==> src/verilog/brc_consts.svh <==
`ifndef BRC_CONSTS_SVH
`define BRC_CONSTS_SVH

// register offset (byte address on the wishbone bus)
`define BRC_REG_OFFSET      4'h0
// reset values
`define BRC_RESET_NORMAL    8'hfe
`define BRC_RESET_MODE34    8'hee
// field positions
`define BRC_BIT_A23         7
`define BRC_BIT_A22         6
`define BRC_BIT_A21         5
`define BRC_BIT_A20         4
`define BRC_BIT_HANDOVER    0
// reserved bits 3..1 read as one
`define BRC_RSVD_MASK       8'h0e
// writable masks per mode group
`define BRC_WMASK_MODE34    8'he1
`define BRC_WMASK_MODE5     8'hf1
`define BRC_WMASK_OTHER     8'h01
// unmapped read value
`define BRC_UNMAPPED_DATA   32'h0000_0000

`endif

==> src/verilog/brc_pkg.sv <==
package brc_pkg;

    // register contents as named fields
    typedef struct packed {
        logic       addr_bit23_pin_select;
        logic       addr_bit22_pin_select;
        logic       addr_bit21_pin_select;
        logic       addr_bit20_pin_select;
        logic [2:0] reserved;
        logic       bus_handover_enable;
    } brc_reg_t;

    // bus ownership sequence
    typedef enum logic [1:0] {
        BRC_OWNED,
        BRC_FINISH,
        BRC_RELEASED
    } brc_state_t;

    // pin select outputs for port a pins 4..7
    typedef struct packed {
        logic port_a_pin7;
        logic port_a_pin6;
        logic port_a_pin5;
        logic port_a_pin4;
    } brc_pins_t;

endpackage

==> src/verilog/brc_bus_release.sv <==
// Contract
// - reset loads fe in modes 1,2,5,6,7
// - reset loads ee in modes 3 and 4
// - reset/hw standby reload; sw standby keeps
// - bit7 zero: pin4 carries address 23
// - bit6 zero: pin5 carries address 22
// - bit5 zero: pin6 carries address 21
// - bit4 zero: pin7 carries address 20
// - bits 7..5 frozen outside modes 3,4,5
// - bit4 writable only in mode 5
// - bits 3..1 ignore writes, read one
// - bit0 zero: no release, pins general; code blocks it only in owned state, so finish still goes on to released
// - bit0 one allows release, always writable
`timescale 1ns/100ps
`default_nettype none
`include "brc_consts.svh"

module brc_bus_release (
    // clock and reset
    input  wire logic             clk_i,
    input  wire logic             rst_i,
    // chip state
    input  wire logic [2:0]       mode_i,
    input  wire logic             hw_standby_i,
    input  wire logic             sw_standby_i,
    // wishbone slave
    input  wire logic             wb_cyc_i,
    input  wire logic             wb_stb_i,
    input  wire logic             wb_we_i,
    input  wire logic [3:0]       wb_adr_i,
    input  wire logic [3:0]       wb_sel_i,
    input  wire logic [31:0]      wb_dat_i,
    output logic      [31:0]      wb_dat_o,
    output logic                  wb_ack_o,
    // internal bus cycle status
    input  wire logic             bus_cycle_busy_i,
    // bus handover pins
    input  wire logic             bus_request_n_i,
    output logic                  bus_ack_n_o,
    output logic                  bus_ack_n_oe_o,
    output logic                  bus_float_o,
    output logic                  handover_pins_gpio_o,
    // port a pin function: high means address output
    output brc_pkg::brc_pins_t    addr_pin_sel_o
);

    brc_pkg::brc_reg_t   reg_ff;
    brc_pkg::brc_state_t state_ff;
    brc_pkg::brc_state_t nxt_state;
    logic                ack_ff;
    logic [31:0]         rdat_ff;
    logic                mode34;
    logic                mode5;
    logic                req;
    logic                hit;
    logic                wr_stb;
    logic [7:0]          wmask;
    logic [7:0]          reset_val;
    logic [3:0]          pin_bit;
    logic [3:0]          pin_gate;
    logic [3:0]          pin_sel;

    assign mode34 = (mode_i == 3'h3) || (mode_i == 3'h4);
    assign mode5  = (mode_i == 3'h5);
    assign req    = wb_cyc_i && wb_stb_i && !ack_ff;
    assign hit    = (wb_adr_i == `BRC_REG_OFFSET);
    assign wr_stb = req && wb_we_i && hit && wb_sel_i[0];

    always_comb begin
        reset_val = mode34 ? `BRC_RESET_MODE34 : `BRC_RESET_NORMAL;
        if (mode34) begin
            wmask = `BRC_WMASK_MODE34;
        end else if (mode5) begin
            wmask = `BRC_WMASK_MODE5;
        end else begin
            wmask = `BRC_WMASK_OTHER;
        end
    end

    // register; sw standby has no effect so contents survive it
    always_ff @(posedge clk_i) begin
        if (rst_i || hw_standby_i) begin
            reg_ff <= brc_pkg::brc_reg_t'(reset_val);
        end else if (wr_stb) begin
            reg_ff <= brc_pkg::brc_reg_t'(((wb_dat_i[7:0] & wmask)
                      | (reg_ff & ~wmask)) | `BRC_RSVD_MASK);
        end
    end

    // single-cycle answer: ack one edge after request
    always_ff @(posedge clk_i) begin
        if (rst_i) begin
            ack_ff <= 1'b0;
        end else begin
            ack_ff <= req;
        end
    end

    always_ff @(posedge clk_i) begin
        if (rst_i) begin
            rdat_ff <= 32'h0000_0000;
        end else if (req && !wb_we_i) begin
            rdat_ff <= hit ? {24'h00_0000, reg_ff | `BRC_RSVD_MASK}
                           : `BRC_UNMAPPED_DATA;
        end
    end

    assign wb_ack_o = ack_ff;
    assign wb_dat_o = rdat_ff;

    // bit i of each vector belongs to port a pin 4+i
    assign pin_bit[0] = reg_ff.addr_bit23_pin_select;
    assign pin_bit[1] = reg_ff.addr_bit22_pin_select;
    assign pin_bit[2] = reg_ff.addr_bit21_pin_select;
    assign pin_bit[3] = reg_ff.addr_bit20_pin_select;
    // pin7 skips the mode gate: bit4 cannot leave its reset value there
    assign pin_gate = {1'b1, {3{mode34 || mode5}}};

    for (genvar gi = 0; gi < 4; gi++) begin : g_pin
        assign pin_sel[gi] = pin_gate[gi] && !pin_bit[gi];
    end

    assign addr_pin_sel_o = brc_pkg::brc_pins_t'(pin_sel);

    // handover sequence; own cycle is never cut short
    always_comb begin
        nxt_state = state_ff;
        unique case (state_ff)
            brc_pkg::BRC_OWNED: begin
                if (reg_ff.bus_handover_enable && !bus_request_n_i) begin
                    nxt_state = brc_pkg::BRC_FINISH;
                end
            end
            brc_pkg::BRC_FINISH: begin
                if (bus_request_n_i) begin
                    nxt_state = brc_pkg::BRC_OWNED;
                end else if (!bus_cycle_busy_i) begin
                    nxt_state = brc_pkg::BRC_RELEASED;
                end
            end
            brc_pkg::BRC_RELEASED: begin
                if (bus_request_n_i) begin
                    nxt_state = brc_pkg::BRC_OWNED;
                end
            end
            // code 3 is unused; fall back to owning the bus
            default: begin
                nxt_state = brc_pkg::BRC_OWNED;
            end
        endcase
    end

    // a disabled handover never leaves owned state
    always_ff @(posedge clk_i) begin
        if (rst_i || hw_standby_i) begin
            state_ff <= brc_pkg::BRC_OWNED;
        end else if (!reg_ff.bus_handover_enable
                     && state_ff == brc_pkg::BRC_OWNED) begin
            state_ff <= brc_pkg::BRC_OWNED;
        end else begin
            state_ff <= nxt_state;
        end
    end

    assign bus_float_o          = (state_ff == brc_pkg::BRC_RELEASED);
    assign bus_ack_n_o          = !(state_ff == brc_pkg::BRC_RELEASED);
    assign bus_ack_n_oe_o       = reg_ff.bus_handover_enable;
    assign handover_pins_gpio_o = !reg_ff.bus_handover_enable;

    // checks
    reset_fe_a: assert property (@(posedge clk_i)
        rst_i && !mode34 |=> reg_ff == `BRC_RESET_NORMAL)
        else $error("reset value not fe");
    reset_ee_a: assert property (@(posedge clk_i)
        rst_i && mode34 |=> reg_ff == `BRC_RESET_MODE34)
        else $error("reset value not ee");
    sw_standby_a: assert property (@(posedge clk_i)
        disable iff (rst_i)
        sw_standby_i && !hw_standby_i && !wr_stb |=> $stable(reg_ff))
        else $error("register changed in sw standby");
    hw_standby_a: assert property (@(posedge clk_i)
        hw_standby_i |=> reg_ff == $past(reset_val))
        else $error("hw standby did not reload");
    pin4_sel_a: assert property (@(posedge clk_i)
        disable iff (rst_i)
        addr_pin_sel_o.port_a_pin4 == ((mode34 || mode5) && !reg_ff[7]))
        else $error("pin4 address select wrong");
    pin5_sel_a: assert property (@(posedge clk_i)
        disable iff (rst_i)
        addr_pin_sel_o.port_a_pin5 == ((mode34 || mode5) && !reg_ff[6]))
        else $error("pin5 address select wrong");
    pin6_sel_a: assert property (@(posedge clk_i)
        disable iff (rst_i)
        addr_pin_sel_o.port_a_pin6 == ((mode34 || mode5) && !reg_ff[5]))
        else $error("pin6 address select wrong");
    pin7_sel_a: assert property (@(posedge clk_i)
        disable iff (rst_i)
        addr_pin_sel_o.port_a_pin7 != reg_ff[4])
        else $error("pin7 address select wrong");
    upper_frozen_a: assert property (@(posedge clk_i)
        disable iff (rst_i || hw_standby_i)
        !mode34 && !mode5 |=> reg_ff[7:5] == $past(reg_ff[7:5]))
        else $error("bits 7..5 changed outside modes 3,4,5");
    bit4_frozen_a: assert property (@(posedge clk_i)
        disable iff (rst_i || hw_standby_i)
        !mode5 |=> reg_ff[4] == $past(reg_ff[4]))
        else $error("bit4 changed outside mode 5");
    rsvd_one_a: assert property (@(posedge clk_i)
        disable iff (rst_i)
        ack_ff && $past(!wb_we_i && hit) |-> wb_dat_o[3:1] == 3'h7)
        else $error("reserved bits not read as one");
    no_release_a: assert property (@(posedge clk_i)
        disable iff (rst_i)
        !reg_ff.bus_handover_enable && state_ff == brc_pkg::BRC_OWNED
        |=> !bus_float_o)
        else $error("bus released while disabled");
    bit0_write_a: assert property (@(posedge clk_i)
        disable iff (rst_i || hw_standby_i)
        wr_stb |=> reg_ff[0] == $past(wb_dat_i[0]))
        else $error("bit0 write lost");
    finish_first_a: assert property (@(posedge clk_i)
        disable iff (rst_i)
        state_ff == brc_pkg::BRC_FINISH && bus_cycle_busy_i
        |=> !bus_float_o)
        else $error("bus floated during own cycle");
    ack_drop_a: assert property (@(posedge clk_i)
        disable iff (rst_i)
        bus_float_o && bus_request_n_i |=> !bus_float_o && bus_ack_n_o)
        else $error("acknowledge held after request withdrawn");

    // bus, handover and register checks
    ack_pulse_a: assert property (@(posedge clk_i)
        disable iff (rst_i)
        wb_ack_o |=> !wb_ack_o)
        else $error("acknowledge longer than one cycle");
    ack_answer_a: assert property (@(posedge clk_i)
        disable iff (rst_i)
        req |=> wb_ack_o)
        else $error("request not acknowledged");
    ack_cause_a: assert property (@(posedge clk_i)
        disable iff (rst_i)
        wb_ack_o |-> $past(req))
        else $error("acknowledge without request");
    rd_data_a: assert property (@(posedge clk_i)
        disable iff (rst_i)
        wb_ack_o && $past(!wb_we_i && hit)
        |-> wb_dat_o[7:0] == ($past(reg_ff) | `BRC_RSVD_MASK))
        else $error("read data differs from register");
    rsvd_reg_a: assert property (@(posedge clk_i)
        disable iff (rst_i)
        reg_ff.reserved == 3'h7)
        else $error("reserved bits not held at one");
    off_gpio_a: assert property (@(posedge clk_i)
        disable iff (rst_i)
        !reg_ff.bus_handover_enable |-> handover_pins_gpio_o && !bus_ack_n_oe_o)
        else $error("handover pins not general io");
    on_drive_a: assert property (@(posedge clk_i)
        disable iff (rst_i)
        reg_ff.bus_handover_enable |-> bus_ack_n_oe_o && !handover_pins_gpio_o)
        else $error("acknowledge pin not driven");
    request_wait_a: assert property (@(posedge clk_i)
        disable iff (rst_i || hw_standby_i)
        reg_ff.bus_handover_enable && state_ff == brc_pkg::BRC_OWNED
        && !bus_request_n_i |=> state_ff == brc_pkg::BRC_FINISH)
        else $error("request not taken");
    grant_a: assert property (@(posedge clk_i)
        disable iff (rst_i || hw_standby_i)
        state_ff == brc_pkg::BRC_FINISH && !bus_cycle_busy_i
        && !bus_request_n_i |=> bus_float_o && !bus_ack_n_o)
        else $error("bus not released after own cycle");
    hold_a: assert property (@(posedge clk_i)
        disable iff (rst_i || hw_standby_i)
        bus_float_o && !bus_request_n_i |=> bus_float_o)
        else $error("bus taken back while requested");
    finish_exit_a: assert property (@(posedge clk_i)
        disable iff (rst_i || hw_standby_i)
        state_ff == brc_pkg::BRC_FINISH && bus_request_n_i
        |=> state_ff == brc_pkg::BRC_OWNED)
        else $error("withdrawn request not dropped");
    legal_state_a: assert property (@(posedge clk_i)
        disable iff (rst_i)
        state_ff inside {brc_pkg::BRC_OWNED, brc_pkg::BRC_FINISH,
                         brc_pkg::BRC_RELEASED})
        else $error("handover state illegal");
    mode34_bit4_a: assert property (@(posedge clk_i)
        disable iff (rst_i)
        mode34 |-> !reg_ff.addr_bit20_pin_select)
        else $error("bit4 not zero in modes 3,4");
    other_upper_a: assert property (@(posedge clk_i)
        disable iff (rst_i)
        !mode34 && !mode5 |-> reg_ff[7:4] == 4'hf)
        else $error("bits 7..4 not one outside modes 3,4,5");
    hw_state_a: assert property (@(posedge clk_i)
        hw_standby_i |=> state_ff == brc_pkg::BRC_OWNED)
        else $error("hw standby did not reclaim bus");
    rst_state_a: assert property (@(posedge clk_i)
        rst_i |=> !bus_float_o && bus_ack_n_o && !wb_ack_o)
        else $error("outputs not idle after reset");
    bit0_hold_a: assert property (@(posedge clk_i)
        disable iff (rst_i || hw_standby_i)
        !wr_stb |=> reg_ff[0] == $past(reg_ff[0]))
        else $error("bit0 changed without write");

    release_c: cover property (@(posedge clk_i) disable iff (rst_i)
        state_ff == brc_pkg::BRC_FINISH ##1 bus_float_o);
    mode5_wr_c: cover property (@(posedge clk_i) disable iff (rst_i)
        wr_stb && mode5 && !wb_dat_i[4]);
    mode34_wr_c: cover property (@(posedge clk_i) disable iff (rst_i)
        wr_stb && mode34 && !wb_dat_i[7]);
    return_c: cover property (@(posedge clk_i) disable iff (rst_i)
        bus_float_o ##1 !bus_float_o);
    hw_reload_c: cover property (@(posedge clk_i)
        hw_standby_i ##1 !hw_standby_i);

endmodule // brc_bus_release

`default_nettype wire

==> config.mk <==
export PLATFORM = sky130hd
export DESIGN_NAME = brc_bus_release
export DESIGN_NICKNAME = d
export VERILOG_FILES = /design/src/verilog/brc_pkg.sv /design/src/verilog/brc_bus_release.sv
export VERILOG_INCLUDE_DIRS = /design/src /design/src/verilog
export SDC_FILE = /design/constraint.sdc
export NUM_CORES = 1
export LEC_CHECK = 0
export BUFFER_PORTS_ARGS = -buffer_cell sky130_fd_sc_hd__clkbuf_2
export CORE_UTILIZATION = 37
export CTS_CLUSTER_DIAMETER = 30
export DETAILED_ROUTE_END_ITERATION = 10
export PLACE_DENSITY = 0.85
export SKIP_LAST_GASP = 1
export SLEW_MARGIN = 20
export SYNTH_ARGS = -nofsm -noshare
export SYNTH_HDL_FRONTEND = slang
export SYNTH_SLANG_ARGS = --single-unit
==> constraint.sdc <==
create_clock -name clk_i -period 2.3 [get_ports clk_i]
set_input_delay 0.46 -clock clk_i [delete_from_list [all_inputs] [get_ports clk_i]]
set_output_delay 0.46 -clock clk_i [all_outputs]
set_load 0.01 [all_outputs]
==> results of run 1 <==
## metrics by stage
step / power (mW) / hold WS [ps] / utilization [%] / std cells
finish: 0.495 / 370 / 45.4 / 169
global route: 0.528 / 380 / 45.4 / 169
CTS: 0.500 / 359 / 45.4 / 169
detailed placement: 0.363 / 447 / 44.2 / 165
global placement: 0.359 / 424 / 44.2 / 165
floorplan: 0.358 / 413 / - / 126
## cell usage in the layout (no fill, tap or decap), drive strengths merged
cell | netlist | layout
conb | 1 | 24
nand2b | 1 | 1
nor4 | 2 | 2
and2 | 1 | 1
nor2 | 7 | 7
edfxtp | 5 | 5
clkbuf | 0 | 41
dfxtp | 9 | 9
a21oi | 7 | 7
nand3 | 11 | 11
or2 | 1 | 1
o311a | 1 | 1
a41o | 1 | 1
inv | 4 | 4
and4bb | 1 | 1
nand3b | 1 | 1
mux2i | 1 | 1
and3b | 1 | 1
buf | 27 | 1
nand2 | 9 | 9
o21ai | 3 | 3
nor3 | 4 | 4
a211oi | 1 | 1
o31ai | 1 | 1
nand4bb | 1 | 1
nor2b | 2 | 2
## power by group through the flow
stage | clock network (mW) | logic [mW] | registers [mW]
floorplan | 0 | 0.0823 | 0.276
global placement | 0 | 0.0835 | 0.276
detailed placement | 0 | 0.0866 | 0.276
CTS | 0.143 | 0.0869 | 0.271
global route | 0.158 | 0.0989 | 0.272
finish | 0.137 | 0.0871 | 0.271
## cells in the mapped netlist
cell	number	area [um^2]
sky130_fd_sc_hd__dfxtp_1	9	180
sky130_fd_sc_hd__nor4_1	1	6.26
sky130_fd_sc_hd__o311a_1	1	10.0
sky130_fd_sc_hd__buf_4	26	195
sky130_fd_sc_hd__a211oi_1	1	7.51
sky130_fd_sc_hd__o21ai_0	3	15.0
sky130_fd_sc_hd__nand2b_1	1	6.26
sky130_fd_sc_hd__nor2b_1	2	12.5
sky130_fd_sc_hd__a21oi_1	7	35.0
sky130_fd_sc_hd__mux2i_1	1	10.0
sky130_fd_sc_hd__nand4bb_1	1	11.3
sky130_fd_sc_hd__edfxtp_1	5	150
sky130_fd_sc_hd__buf_6	1	11.3
sky130_fd_sc_hd__nor2_1	7	26.3
sky130_fd_sc_hd__conb_1	1	3.75
sky130_fd_sc_hd__nand3b_1	1	7.51
sky130_fd_sc_hd__o31ai_1	1	7.51
sky130_fd_sc_hd__and2_1	1	6.26
sky130_fd_sc_hd__or2_4	1	8.76
sky130_fd_sc_hd__nor3_1	4	20.0
sky130_fd_sc_hd__nor4_2	1	12.5
sky130_fd_sc_hd__and4bb_2	1	12.5
sky130_fd_sc_hd__nand2_1	9	33.8
sky130_fd_sc_hd__nand3_1	11	55.1
sky130_fd_sc_hd__and3b_1	1	8.76
sky130_fd_sc_hd__inv_1	4	15.0
sky130_fd_sc_hd__a41o_2	1	11.3
## routing by layer
metal	vias to the layer above	part of all wire (%)	routed length (um)	global-route usage (%)
met5	-	0	0	0
met4	0	0.99	17	9.72
met3	2	8.9	153	3.33
met2	47	49	844	24.9
met1	329	41	709	16.5
li1	382	-	-	-
## worst max-delay path, delay by kind of cell
family / cells / cell delay (ps)
simple gates: 3 / 530
buf+inv: 2 / 270
## worst paths after layout
| kind | end | slack [ps] | start | depth (start not counted) |
|---|---|---|---|---|
| setup / recovery | addr_pin_sel_o[1] | 590 | mode_i[2] | 5 |
| hold / removal | state_ff[0] | 370 | bus_request_n_i | 2 |
| setup reg to reg | pin_bit[3] | 1140 | pin_bit[3] | 3 |
| hold reg to reg | wb_dat_o[0] | 450 | wb_dat_o[0] | 2 |
## cells by family after synthesis
kind of cell,after synthesis,synth area share (%)
other,1,0.426
AOI/OAI and AO/OA,14,9.81
muxes,1,1.14
DFF,14,37.6
buffers and inverters,31,25.2
and+or+nand+nor,42,25.9
## area by class of cell
cell class                      instances  area (um^2)
Inverter                                4         15.0
Tap cell                               28         35.0
Multi-Input combinational cell         81          414
Sequential cell                        14          330
Fill cell                             231         1220
Timing Repair Buffer                   38          193
Clock buffer                            4         26.3
## sequential cells by signal (all words and copies together) (netlist names)
signal and flops:
bus_ack_n_oe_o 1, pin_bit 4, state_ff 2, wb_ack_o 1, wb_dat_o 6
==> flow_summary.toml, run 1 <==
[sta]
post-route-min-period_ps = 1710
clock.fmax_ghz = 0.584
number_of_pins_with_negative_max_slew_slack_in_the_final_report = 0
setup_ws_ps = 587
clock_skew_ps = 9.13
setup_viol_count_final = 0
finalHoldViolCount = 0
finalCritPeriodShare_pct = 74.5
grt_setup_unrepaired = "no"
totalNegativeSetupSlack_ps = 0

[drt]
number_of_remaining_drc_errors = 0
number_of_vias_in_the_routed_layout = 760
detail_route.wirelength_um = 1720
routed_wire_length_per_instance_um = 10.2
first_pass_iters = 4
route.antenna.remaining_nets = 0
drt-initial-drc-count = 14
detail_route.vias_per_cell = 4.50

[final_layout]
areaGrowthSynthToFinish_pct = 15.2
layout-drive-gt1-share_pct = 31.9
design_area_um2 = 1010
final_net_count = 194
diodes = 0

[logic_synthesis]
synth-warning-count = 0
synth-seq-area-share_pct = 37.6
synth_seq_cells = 14
netlist_area_um2 = 880
ys_types = 27
synth_cells = 103
syn_avg_cell_area_um2 = 8.54

[global_route]
grt_antenna_before_repair = 0
grt_pass1_vias = 663
grt_overflow_total = 0
global_route.usage.total_pct = 14.8
grt_max_degree = 11
grt_pass1_wl_um = 2770

[pwr]
power.share.combinational_pct = 17.6
power.leakage_nw = 0.483
power.density_nw_per_um2 = 488
sw_share_pct = 26.7
switchingPower_uw = 132
internal_power_uw = 363
portion_of_total_power_attributed_to_the_clock_network_pct = 27.7
worst_ir_drop_vdd_mv = 0.219
power.sequential.fraction_pct = 54.7

[clocking]
tritoncts = "yes"
tritoncts.num_buffers = 3
ctsLongestPathBuffers = 2
htree_num_levels = 1
post-cts-setup-buffer-count = 0
insertion_delay_ps = 270
post_cts_hold_fix_bufs = 0
cts.clk_slew.worst_paths_ps = 70
cts.repair.resized = 0
cts_sinks = 14
buffer_type_at_the_clock_tree_root = "sky130_fd_sc_hd__clkbuf_4"

[floorplanning]
dieHeight_um = 50.8
rows = 17
io_pins = 93
die_area_um2 = 2580
die_x_um = 50.8
fp.coreArea_um2 = 2230
floorplan.initialDensity_pct = 39.4

[worst_hold_path]
holdCritPathClass = "in -> reg"

[critical_path]
required_time_of_the_critical_path_ps = 1840
crit_path_max_cell_delay_ps = 280
startpoint_type = "primary input"
worst-path-max-fanout = 6
slowest_stage = "sky130_fd_sc_hd__nor2b_1"
critical_path.cell_chain = "clkbuf_2, nor2b_1, nor2_1, nor2_1, clkbuf_2"
crit_type = "in -> out"
crit_path_end_kind = "output pin"
cp.arrival_ps = 1250

[placement]
portBuffers = 37
place_area_um2 = 987
globalplace.congestion = 0.695
post-place-ws_ps = 574
place_hpwl_um = 1420

[flow_run]
count_of_maximum_capacitance_violations = 0

[status]
status = "completed"
Power figures use the tool's default switching activity.
==> run 2, diff against run 1 <==
--- a/config.mk
+++ b/config.mk
@@ -7,10 +7,10 @@
 export NUM_CORES = 1
 export LEC_CHECK = 0
 export BUFFER_PORTS_ARGS = -buffer_cell sky130_fd_sc_hd__clkbuf_2
-export CORE_UTILIZATION = 37
+export CORE_UTILIZATION = 34
 export CTS_CLUSTER_DIAMETER = 30
 export DETAILED_ROUTE_END_ITERATION = 10
-export PLACE_DENSITY = 0.85
+export PLACE_DENSITY = 0.79
 export SKIP_LAST_GASP = 1
 export SLEW_MARGIN = 20
 export SYNTH_ARGS = -nofsm -noshare
==> constraint.sdc (replaced) <==
create_clock -name clk_i -period 1.6 [get_ports clk_i]
set_input_delay 0.32 -clock clk_i [delete_from_list [all_inputs] [get_ports clk_i]]
set_output_delay 0.32 -clock clk_i [all_outputs]
set_load 0.01 [all_outputs]
==> run 2 against run 1 <==
Against the previous run: critical path depth unchanged; via count down 1.1%; die area up 8.5%; first-iteration DRC count down 36%; final cell count up 1.8%; combinational power up 44%; worst setup slack worse by 400 ps; sequential share of layout area down 0.63 points.
==> flow_summary.toml, run 2 (synthesis gave the netlist of run 1 again) <==
[status]
status = "completed"

[sta]
setup_viol_count_final = 0
post-route-min-period_ps = 1410
grt_setup_unrepaired = "no"
final.hold.worst_slack_ps = 207
clock.fmax_ghz = 0.709
finalHoldViolCount = 0
clock_skew_ps = 1.92
finalCritPeriodShare_pct = 88.1
number_of_pins_with_negative_max_slew_slack_in_the_final_report = 0
totalNegativeSetupSlack_ps = 0
setup_ws_ps = 190

[clocking]
cts_sinks = 14
cts.clk_slew.worst_paths_ps = 80
post-cts-setup-buffer-count = 0
htree_num_levels = 1
cts.repair.resized = 0
buffer_type_at_the_clock_tree_root = "sky130_fd_sc_hd__clkbuf_4"
insertion_delay_ps = 280
ctsLongestPathBuffers = 2
tritoncts.num_buffers = 3
tritoncts = "yes"
post_cts_hold_fix_bufs = 0

[critical_path]
worst-path-max-fanout = 6
r2r-start = "pin_bit[3]"
worst_r2r_path_depth = 3
startpoint_type = "primary input"
crit_path_end_kind = "output pin"
crit_start = "mode_i[2]"
crit_type = "in -> out"
required_time_of_the_critical_path_ps = 1280
critical_path.reg2reg.endpoint = "pin_bit[3]"
cp.arrival_ps = 1090
r2r_slack_ps = 480

[drt]
met2_length_um = 719
detail_route.vias_per_cell = 4.37
routed_wire_length_per_instance_um = 9.12
drt-initial-drc-count = 9
number_of_remaining_drc_errors = 0
first_pass_iters = 4
top_layer = "met4"
detail_route.wirelength.met1_um = 677
number_of_vias_in_the_routed_layout = 752
detail_route.wirelength_um = 1570
met3_wirelength_um = 131
route.antenna.remaining_nets = 0

[global_route]
global_route.usage.total_pct = 11.7
grt_antenna_before_repair = 0
grt_pass1_wl_um = 2320
grt_pass1_vias = 582
grt_max_degree = 9
grt_overflow_total = 0

[final_layout]
layout-drive-gt1-share_pct = 33.1
seq_area_um2 = 330
final_net_count = 195
final_core_util_pct = 42.1
areaGrowthSynthToFinish_pct = 17.5
layout.cells.most_common = "sky130_fd_sc_hd__clkbuf_2"
diodes = 0
num-fill-cells = 270
multi_input_area_um2 = 414
layout_common_cells = "sky130_fd_sc_hd__clkbuf_2 (37), sky130_fd_sc_hd__conb_1 (24), sky130_fd_sc_hd__nand3_1 (11)"
largest_reg_flops = 6

[floorplanning]
fp.coreArea_um2 = 2450
dieHeight_um = 52.9
die_x_um = 52.9
floorplan.initialDensity_pct = 35.8
die_area_um2 = 2790
io_pins = 93
rows = 18

[pwr]
worst_ir_drop_vdd_mv = 0.431
power.leakage_nw = 0.494
power.density_nw_per_um2 = 742

[flow_run]
count_of_maximum_capacitance_violations = 0

[placement]
portBuffers = 37
globalplace.congestion = 0.720
post-place-ws_ps = 190
place_hpwl_um = 1310

[worst_hold_path]
whs_path_depth = 2
worstHoldStart = "bus_request_n_i"
endpoint_of_the_worst_hold_path = "state_ff[0]"
holdCritPathClass = "in -> reg"
==> run 2: critical path, cell delays in order <==
cell and delay (ps):
sky130_fd_sc_hd__clkbuf_2 120, sky130_fd_sc_hd__nor2b_1 280, sky130_fd_sc_hd__nor2_1 120, sky130_fd_sc_hd__nor2_1 110, sky130_fd_sc_hd__clkbuf_2 140
==> run 2: how the worst max path moves through the flow <==
stage / to / slack (ps) / depth (start not counted)
2_1_floorplan: bus_ack_n_oe_o / 190 / 2
3_3_place_gp: addr_pin_sel_o[0] / 180 / 5
3_5_place_dp: addr_pin_sel_o[2] / 190 / 5
4_1_cts: addr_pin_sel_o[2] / 190 / 5
5_1_grt: addr_pin_sel_o[0] / 80 / 5
6_report: addr_pin_sel_o[0] / 190 / 5
==> run 2: routing by layer <==
metal / global-route usage [%] / vias up
met3: 2.87 / 5
met4: 7.89 / 0
met1: 13.6 / 323
met2: 18.8 / 40
li1: - / 384
met5: 0 / -
==> run 2: final cells by class <==
type,count,share of cell area (%)
inverter,4,1.45
timing repair buffer,39,19.4
sequential,14,32.0
clock buffer,4,3.51
tap,30,3.63
multi-input combinational,81,40.1
==> run 2: power by group <==
part           switching, mW  leakage [nW]  internal, mW
Clock                  0.115        0.0210         0.139
Sequential           0.00928         0.117         0.380
Combinational         0.0774         0.356        0.0472
Total                  0.202         0.494         0.565
==> run 2: stage by stage <==
| step | total power [mW] | instances | cell area, um^2 |
|---|---|---|---|
| 2_1_floorplan | 0.514 | 126 | 966 |
| 3_3_place_gp | 0.520 | 168 | 997 |
| 3_5_place_dp | 0.521 | 168 | 997 |
| 4_1_cts | 0.775 | 172 | 1030 |
| 5_1_grt | 0.804 | 172 | 1030 |
| 6_report | 0.767 | 172 | 1030 |
==> run 3, diff against run 2 <==
--- a/config.mk
+++ b/config.mk
@@ -11,6 +11,7 @@
 export CTS_CLUSTER_DIAMETER = 30
 export DETAILED_ROUTE_END_ITERATION = 10
 export PLACE_DENSITY = 0.79
+export RECOVER_POWER = 100
 export SKIP_LAST_GASP = 1
 export SLEW_MARGIN = 20
 export SYNTH_ARGS = -nofsm -noshare
==> run 3 against run 2 <==
Against the previous run: critical path depth did not move; critical endpoint unchanged; largest cell class unchanged; wire length up 2.9%; worst hold slack better by 1.0 ps; final cell count is the same; non-clock buffer count did not move; critical path type unchanged; power shrank 0.48%; sequential share of layout area is 0.92 points higher.
==> flow_summary.toml, run 3 (synthesis gave the netlist of run 1 again) <==
[drt]
drt-initial-drc-count = 9
detail_route.vias_per_cell = 4.36
route.antenna.remaining_nets = 0
detail_route.wirelength_um = 1610
number_of_vias_in_the_routed_layout = 750
number_of_remaining_drc_errors = 0
routed_wire_length_per_instance_um = 9.38
first_pass_iters = 4

[critical_path]
worst-path-max-fanout = 6
critical_path.cell_chain = "clkbuf_2, nor2b_1, nor2_1, nor2_1, clkbuf_1"
startpoint_type = "primary input"
slowest_stage = "sky130_fd_sc_hd__nor2b_1"
crit_path_max_cell_delay_ps = 270
crit_path_end_kind = "output pin"
required_time_of_the_critical_path_ps = 1280
crit_type = "in -> out"
critical-path-top-cell-by-count = "sky130_fd_sc_hd__nor2_1"
cp.arrival_ps = 1110

[pwr]
worst_ir_drop_vdd_mv = 0.428
report.power.total_uw = 763
power.density_nw_per_um2 = 760
power.leakage_nw = 0.439

[clocking]
ctsLongestPathBuffers = 2
cts_sinks = 14
post_cts_hold_fix_bufs = 0
post-cts-setup-buffer-count = 0
htree_num_levels = 1
tritoncts = "yes"
insertion_delay_ps = 280
tritoncts.num_buffers = 3
cts.repair.resized = 0
cts.clk_slew.worst_paths_ps = 80
buffer_type_at_the_clock_tree_root = "sky130_fd_sc_hd__clkbuf_4"

[floorplanning]
fp.coreArea_um2 = 2450
floorplan.initialDensity_pct = 35.8
io_pins = 93
die_area_um2 = 2790
dieHeight_um = 52.9
die_x_um = 52.9
rows = 18

[sta]
clock.fmax_ghz = 0.700
number_of_pins_with_negative_max_slew_slack_in_the_final_report = 0
setup_viol_count_final = 0
setup_ws_ps = 171
grt_setup_unrepaired = "no"
finalHoldViolCount = 0
post-route-min-period_ps = 1430
finalCritPeriodShare_pct = 89.3
clock_skew_ps = 3.73
totalNegativeSetupSlack_ps = 0

[status]
status = "completed"

[final_layout]
design_area_um2 = 1000
layout_common_cells = "sky130_fd_sc_hd__conb_1 (24), sky130_fd_sc_hd__clkbuf_2 (20), sky130_fd_sc_hd__clkbuf_1 (17)"
diodes = 0
largest_reg_flops = 6
layout.cells.most_common = "sky130_fd_sc_hd__conb_1"
final_net_count = 195
layout-drive-gt1-share_pct = 19.0
areaGrowthSynthToFinish_pct = 14.2

[global_route]
global_route.usage.total_pct = 11.7
grt_antenna_before_repair = 0
grt_pass1_wl_um = 2320
grt_max_degree = 9
grt_overflow_total = 0
grt_pass1_vias = 582

[placement]
portBuffers = 37
post-place-ws_ps = 190
globalplace.congestion = 0.720
place_area_um2 = 997
place_hpwl_um = 1310

[worst_hold_path]
holdCritPathClass = "in -> reg"

[flow_run]
count_of_maximum_capacitance_violations = 0
run 3: metrics by stage:
step | instances | util [%] | hold WS [ps]
after floorplan | 126 | - | 398
after global placement | 168 | 40.6 | 427
after detailed placement | 168 | 40.6 | 438
after CTS | 172 | 42.1 | 205
after global routing | 172 | 40.9 | 212
final | 172 | 40.9 | 208
run 3: layer usage:
layer	wire length [um]	GRT usage, %	vias up
li1	-	-	385
met1	713	13.6	322
met2	723	18.8	38
met3	136	2.87	5
met4	40	7.89	0
met5	0	0	-
run 3: power breakdown:
group	switching [mW]	leakage, nW	internal (mW)
registers	0.00927	0.117	0.380
clock network	0.115	0.0210	0.139
logic	0.0769	0.301	0.0438
run 3: layout make-up:
type	count	area, um^2
clock buffers	4	36.3
fillers	272	1450
inverters	4	15.0
multi-input cells	81	407
flip-flops and latches	14	330
well taps	30	37.5
repair buffers	39	179
run 3: critical path: cells and delay by family:
kind,cells,cell delay [ps]
simple gates,3,500
buf+inv,2,290
run 3: final timing paths:
path | startpoint | endpoint | slack, ps | depth (start not counted)
setup / recovery | mode_i[2] | addr_pin_sel_o[0] | 170 | 5
hold / removal | bus_request_n_i | state_ff[0] | 210 | 2
setup reg to reg | pin_bit[3] | pin_bit[3] | 470 | 3
hold reg to reg | state_ff[1] | state_ff[0] | 450 | 1
